### src/hbrss_params.svh
// Timing and layout constants for the host-bus reset and system-signal block
`ifndef HBRSS_PARAMS_SVH
`define HBRSS_PARAMS_SVH
`define HBRSS_CLK_PERIOD_NS 5
`define HBRSS_GRST_MIN_MS 2
`define HBRSS_GRST_MIN_CYC ((`HBRSS_GRST_MIN_MS * 1000000 + `HBRSS_CLK_PERIOD_NS - 1) / `HBRSS_CLK_PERIOD_NS)
`define HBRSS_SYNC_STAGES 2
`define HBRSS_CTX_W 8
`define HBRSS_VEND_W 8
`define HBRSS_CTL_W 8
`define HBRSS_CTX_RST 8'h00
`define HBRSS_VEND_RST 8'h00
`define HBRSS_CTL_RST 8'h00
`endif

### src/hbrss_pkg.sv
// Types for the host-bus reset and system-signal block
`default_nettype none
package hbrss_pkg;
   typedef enum logic [1:0] {
      HBRSS_ST_GRST = 2'b00,
      HBRSS_ST_HRST = 2'b01,
      HBRSS_ST_RUN = 2'b11
   } hbrss_state_type;
endpackage
`default_nettype wire

### src/hbrss_rst_sync.sv
// Reset synchroniser: asynchronous assert, clocked release
`timescale 1ns/10ps
`default_nettype none
module hbrss_rst_sync #(
   parameter int STAGES = 2
) (
   // Clock and raw reset
   input wire logic clk_sys_in,
   input wire logic rst_raw_in,
   // Synchronised reset
   output logic rst_sync_out
);
   logic [STAGES-1:0] shift_r;

   // Assert at once, release after STAGES edges
   always_ff @(posedge clk_sys_in or posedge rst_raw_in) begin
      if (rst_raw_in) begin
         shift_r <= {STAGES{1'b1}};
      end else begin
         shift_r <= {shift_r[STAGES-2:0], 1'b0};
      end
   end

   assign rst_sync_out = shift_r[STAGES-1];
endmodule // hbrss_rst_sync
`default_nettype wire

### src/hbrss_top.sv
// Host-bus reset and system-signal top level
`timescale 1ns/10ps
`default_nettype none
`include "hbrss_params.svh"

module hbrss_top
   import hbrss_pkg::*;
(
   // Clock and resets
   input wire logic clk_sys_in,
   input wire logic srst_in,
   input wire logic global_rst_n_in,
   input wire logic host_rst_n_in,
   // Strap and core events
   input wire logic card_mode_strap_in,
   input wire logic core_irq_in,
   input wire logic card_interrupt_in,
   // Register loads from core logic
   input wire logic ctx_load_in,
   input wire logic [`HBRSS_CTX_W-1:0] ctx_data_in,
   input wire logic vend_load_in,
   input wire logic [`HBRSS_VEND_W-1:0] vend_data_in,
   input wire logic ctl_load_in,
   input wire logic [`HBRSS_CTL_W-1:0] ctl_data_in,
   // Interrupt pin (open drain, active low on the wire)
   output logic host_interrupt_out,
   output logic host_interrupt_oe_out,
   // Status towards core
   output logic core_enable_out,
   output logic outputs_float_out,
   output logic grst_short_out,
   output logic [`HBRSS_CTX_W-1:0] ctx_bits_out,
   output logic [`HBRSS_VEND_W-1:0] vend_bits_out,
   output logic [`HBRSS_CTL_W-1:0] ctl_bits_out
);
   localparam int GRST_MIN_CYC = `HBRSS_GRST_MIN_CYC;

   logic grst_raw;
   logic hrst_raw;
   logic grst_sync;
   logic hrst_sync;
   hbrss_state_type state_r;
   hbrss_state_type state_nxt;
   logic [2:0] evt_meta_r;
   logic [2:0] evt_r;
   logic [21:0] grst_cnt_r;
   logic grst_short_r;
   logic [`HBRSS_CTX_W-1:0] ctx_r;
   logic [`HBRSS_VEND_W-1:0] vend_r;
   logic [`HBRSS_CTL_W-1:0] ctl_r;
   logic irq_sel;
   logic irq_r;
   logic running;
   logic in_grst;
   logic grst_release;
   logic load_ok;
   logic ctx_take;
   logic vend_take;
   logic ctl_take;
   logic strap_sync;
   logic card_irq_sync;
   logic core_irq_sync;

   // Next state from synced resets; unknown reads as global
   function automatic hbrss_state_type hbrss_pick_state(
      input logic grst,
      input logic hrst
   );
      hbrss_state_type pick;
      case ({grst, hrst})
         2'b00: pick = HBRSS_ST_RUN;
         2'b01: pick = HBRSS_ST_HRST;
         default: pick = HBRSS_ST_GRST;
      endcase
      return pick;
   endfunction

   // Saturating step for the hold monitor
   function automatic logic [21:0] hbrss_sat_inc(
      input logic [21:0] value
   );
      logic [21:0] result;
      result = value;
      if (value != 22'h3FFFFF) begin
         result = value + 22'h000001;
      end
      return result;
   endfunction

   // Raw reset levels; local reset counts as global
   assign grst_raw = ~global_rst_n_in | srst_in;
   assign hrst_raw = ~host_rst_n_in | grst_raw;

   // Reset synchronisers
   hbrss_rst_sync #(.STAGES(`HBRSS_SYNC_STAGES)) u_grst_sync (
      .clk_sys_in(clk_sys_in),
      .rst_raw_in(grst_raw),
      .rst_sync_out(grst_sync)
   );

   hbrss_rst_sync #(.STAGES(`HBRSS_SYNC_STAGES)) u_hrst_sync (
      .clk_sys_in(clk_sys_in),
      .rst_raw_in(hrst_raw),
      .rst_sync_out(hrst_sync)
   );

   // State decode; global reset has priority
   always_comb begin
      case (state_r)
         HBRSS_ST_GRST: begin
            state_nxt = hbrss_pick_state(grst_sync, hrst_sync);
         end
         HBRSS_ST_HRST: begin
            state_nxt = hbrss_pick_state(grst_sync, hrst_sync);
         end
         HBRSS_ST_RUN: begin
            state_nxt = hbrss_pick_state(grst_sync, hrst_sync);
         end
         default: begin
            state_nxt = HBRSS_ST_GRST;
         end
      endcase
   end

   // State register
   always_ff @(posedge clk_sys_in) begin
      state_r <= state_nxt;
   end

   // Pin inputs pass two flip-flops
   always_ff @(posedge clk_sys_in) begin
      evt_meta_r <= {card_mode_strap_in, card_interrupt_in, core_irq_in};
      evt_r <= evt_meta_r;
   end

   // Synced pin levels
   assign strap_sync = evt_r[2];
   assign card_irq_sync = evt_r[1];
   assign core_irq_sync = evt_r[0];

   // Global reset length monitor (partner obligation)
   always_ff @(posedge clk_sys_in) begin
      if (srst_in || !grst_sync) begin
         grst_cnt_r <= 22'h000000;
      end else begin
         grst_cnt_r <= hbrss_sat_inc(grst_cnt_r);
      end
   end

   // Release edge of the global reset
   assign in_grst = (state_r == HBRSS_ST_GRST);
   assign grst_release = in_grst & ~grst_sync;

   // Short-hold flag, judged at each release
   always_ff @(posedge clk_sys_in) begin
      if (grst_release) begin
         grst_short_r <= (grst_cnt_r < 22'(GRST_MIN_CYC));
      end
   end

   // Loads refused while either synced reset stands
   assign load_ok = ~hrst_sync;
   assign ctx_take = load_ok & ctx_load_in;
   assign vend_take = load_ok & vend_load_in;
   assign ctl_take = load_ok & ctl_load_in;

   // Context and vendor bits: only global reset clears them
   always_ff @(posedge clk_sys_in) begin
      if (grst_sync) begin
         ctx_r <= `HBRSS_CTX_RST;
         vend_r <= `HBRSS_VEND_RST;
      end else begin
         if (ctx_take) begin
            ctx_r <= ctx_data_in;
         end
         if (vend_take) begin
            vend_r <= vend_data_in;
         end
      end
   end

   // Ordinary registers: cleared by either reset
   always_ff @(posedge clk_sys_in) begin
      if (hrst_sync) begin
         ctl_r <= `HBRSS_CTL_RST;
      end else if (ctl_take) begin
         ctl_r <= ctl_data_in;
      end
   end

   // Interrupt source select by strap
   assign running = (state_r == HBRSS_ST_RUN);
   assign irq_sel = strap_sync ? core_irq_sync : card_irq_sync;

   // Interrupt register, cleared by any reset
   always_ff @(posedge clk_sys_in) begin
      if (hrst_sync) begin
         irq_r <= 1'b0;
      end else begin
         irq_r <= irq_sel;
      end
   end

   // Outputs floated and core stopped during any reset
   assign core_enable_out = running;
   assign outputs_float_out = ~running;
   assign host_interrupt_out = 1'b0;
   assign host_interrupt_oe_out = running & irq_r;
   assign grst_short_out = grst_short_r;
   assign ctx_bits_out = ctx_r;
   assign vend_bits_out = vend_r;
   assign ctl_bits_out = ctl_r;
endmodule // hbrss_top
`default_nettype wire

### config.mk
export PLATFORM = sky130hd
export DESIGN_NAME = hbrss_top
export DESIGN_NICKNAME = d
export VERILOG_FILES = /design/src/hbrss_pkg.sv /design/src/hbrss_rst_sync.sv /design/src/hbrss_top.sv
export VERILOG_INCLUDE_DIRS = /design/src
export SDC_FILE = /design/constraint.sdc
export NUM_CORES = 1
export LEC_CHECK = 0
export BUFFER_PORTS_ARGS = -buffer_cell sky130_fd_sc_hd__buf_2
export CAP_MARGIN = 20
export CORE_AREA = 2 2 72 74
export CTS_BUF_LIST = sky130_fd_sc_hd__clkbuf_4 sky130_fd_sc_hd__clkbuf_8 sky130_fd_sc_hd__clkbuf_16
export DETAILED_ROUTE_END_ITERATION = 7
export DIE_AREA = 0 0 74 76
export PLACE_DENSITY = 0.77
export SLEW_MARGIN = 15
export SYNTH_ARGS = -nofsm -noshare
export SYNTH_HDL_FRONTEND = slang
export SYNTH_SLANG_ARGS = --single-unit
### constraint.sdc
create_clock -name clk_sys_in -period 4.7 [get_ports clk_sys_in]
set_input_delay 0.235 -clock clk_sys_in [delete_from_list [all_inputs] [get_ports clk_sys_in]]
set_output_delay 0.235 -clock clk_sys_in [all_outputs]
set_load 0.1 [all_outputs]
==> flow_summary.ini <==
[final_layout]
fillers = 401
nNetsFinal = 359
drive_above_1_share = 0.280
stdcell_count = 399
antennaDiodeCount = 0
syn2layout_area_growth_pct = 21.5
final_common_cell = buf_2
final_cell_mix = buf_2 (61), dfxtp_1 (55), mux2i_1 (30)

[detailed_routing]
wl_mm = 5.14
num_vias = 2076
dr.pass1.iters = 4
antenna_left = 0
wl_per_cell_um = 12.9
drc = 0
routed_via_density = 5.20
drtIter0Drc = 78

[yosys]
synth_area_um2 = 2560
synth_top_area_frac = 0.431
ys_seq_elements = 60
ys_warn_count = 0
synthXorXnorAreaFrac = 0
synth_area_leaders = dfxtp_1 (43%), mux2i_1 (12%), dfstp_2 (4.1%)
synth_top_family_by_area = simple AND/OR/NAND/NOR gates
yosysSeqAreaShare = 0.483
synth_compound_area_frac = 0.119
synthFlopType = dfxtp_1
synthMuxAreaShare = 0.117
syn_area_per_cell_um2 = 9.65
synth_edf_count = 1
netlist_instances = 265
yosys.area_share.simple = 0.219
synth_cell_types = 46
synth_fa_ha_area_frac = 0.00489
synthArstFlopShare = 0.0667
yosys.area.top_type = dfxtp_1

[power]
power.density_nw_per_um2 = 389
leakage_nw = 1.28
vdd_drop_max_mv = 0.194

[timing]
fmax_ghz = 0.472
slew_headroom = 0.373
hold_violations = 0
slew_viol_final = 0
tightestPinTransition_ps = 939
period_share = 0.451
fin_setup_tns_ps = 0
finalSetupViolations = 0
skew_ps = 7.24
period_needed_ps = 2120
rsz0062_at_grt = no

[die]
die_y_um = 76
die_area_um2 = 5620
initial_core_util = 0.521
io_pins = 63
coreArea_um2 = 4910
chipWidth_um = 74
num_rows = 26

[clock_network]
post_cts_resized = 0
cts_inserted_buffers = 9
cts.path.max_buffers = 2
clock-sinks = 60
htreeDepth = 3
cts_tree = built
ctsRootBufferMaster = clkbuf_8
clkTransAtPathRegs_ps = 60
insertion_delay_ps = 340

[global_route]
grt_antenna_before_repair = 0
grt_overflow = 0
grt_max_degree = 24
grt_pass1_wl_mm = 8.38
track_usage = 0.195
grt_pass1_vias = 1854

[setup_path]
startpoint_type = flop
worstSetupPathType = reg2reg
critPathCaptureType = flop
worstPathRequired_ps = 4980
crit_fanout = 20
crit_arrival_ps = 2390

[place]
dp.final_hpwl_mm = 3.46
io_buffers = 61
place_inst = 379
gp_congestion = 0.776

[outcome]
status = completed

[run]
drv_cap = 0

[hold_path]
hp-class = in2async
cell usage after synthesis (2+ instances only):
| cell type | number |
|---|---|
| nor3_1 | 6 |
| dfxtp_1 | 55 |
| mux2i_1 | 30 |
| and2_1 | 2 |
| nor4_1 | 4 |
| nand2_1 | 24 |
| buf_6 | 4 |
| clkbuf_1 | 6 |
| dfstp_2 | 4 |
| buf_4 | 3 |
| o21ai_0 | 8 |
| nor2_1 | 25 |
| and4_2 | 2 |
| and4_1 | 4 |
| nand4_1 | 6 |
| nand2b_1 | 6 |
| or4_1 | 2 |
| nand3_1 | 8 |
| a2111o_1 | 7 |
| a211oi_1 | 2 |
| buf_2 | 6 |
| nor2b_1 | 5 |
| a21oi_1 | 15 |
| o21ai_1 | 5 |
| o31ai_1 | 2 |
| inv_1 | 4 |
timing repair:
| item | in CTS | in global routing |
|---|---|---|
| setup endpoints to repair | 0 | 0 |
| endpoints found under the hold margin | 5 | 0 |
| buffers inserted | 0 | 0 |
| hold buffers | 4 | 0 |
critical path, cell delays in order (launching register included):
cell and delay (ps):
dfstp_2 740, nand2b_1 460, or4_2 770, o21ai_1 90
cell type report:
| type | instances | area (µm²) | area share |
|---|---|---|---|
| clock inverters | 6 | 86.3 | 0.0278 |
| flip-flops and latches | 60 | 1240 | 0.398 |
| well taps | 70 | 87.6 | 0.0282 |
| repair buffers | 66 | 353 | 0.114 |
| multi-input cells | 183 | 1190 | 0.383 |
| inverters | 4 | 15.0 | 0.00483 |
| clock buffers | 10 | 138 | 0.0443 |
path summary, 6_finish.rpt:
path | from | end | slack (ps) | cells after the start
setup / recovery | u_grst_sync.shift_r[1] | grst_cnt_r[15] | 2580 | 3
hold / removal | global_rst_n_in | u_grst_sync.shift_r[0] | 50 | 2
setup reg to reg | u_grst_sync.shift_r[1] | grst_cnt_r[15] | 2580 | 3
hold reg to reg | evt_meta_r[1] | evt_r[1] | 330 | 0
max in group asynchronous | host_rst_n_in | u_hrst_sync.shift_r[1] | 4170 | 3
min in group clk_sys_in | ctl_data_in[5] | ctl_bits_out[5] | 130 | 3
power breakdown:
group,switching (mW),internal (mW)
combinational,0.117,0.0351
sequential,0.0118,0.530
clock,0.204,0.312
total,0.333,0.877
kinds of logic after synthesis:
group	Yosys count
AO/OA/AOI/OAI	46
adder cells (fa/ha/maj)	1
buffers and inverters	24
flip-flops	60
multiplexers	30
other	1
AND/OR/NAND/NOR	103
layer usage:
| layer | vias to the layer above | wire length (µm) | track usage |
|---|---|---|---|
| li1 | 1062 | - | - |
| met1 | 940 | 2390 | 0.249 |
| met2 | 63 | 2310 | 0.295 |
| met3 | 11 | 348 | 0.0622 |
| met4 | 0 | 93 | 0.0927 |
| met5 | - | 0 | 0 |
per-stage QoR:
| step | hold WS, ps | util | cell area (µm²) | power [mW] | setup slack [ps] |
|---|---|---|---|---|---|
| after floorplan | 218 | - | 2560 | 0.673 | 2690 |
| after global placement | 306 | 0.578 | 2840 | 0.700 | 2500 |
| after detailed placement | 307 | 0.578 | 2840 | 0.703 | 2440 |
| after CTS | 40.9 | 0.632 | 3100 | 1.22 | 2430 |
| after global routing | 118 | 0.632 | 3110 | 1.26 | 2470 |
| final | 47.6 | 0.632 | 3110 | 1.21 | 2580 |
sequential cells by signal (all words and copies together) (netlist names):
| name | flops |
|---|---|
| ctl_bits_out | 8 |
| ctx_bits_out | 8 |
| evt_meta_r | 3 |
| evt_r | 3 |
| grst_cnt_r | 22 |
| grst_short_out | 1 |
| irq_r | 1 |
| state_r | 2 |
| u_grst_sync.shift_r | 2 |
| u_hrst_sync.shift_r | 2 |
| vend_bits_out | 8 |
Power figures use the tool's default switching activity.
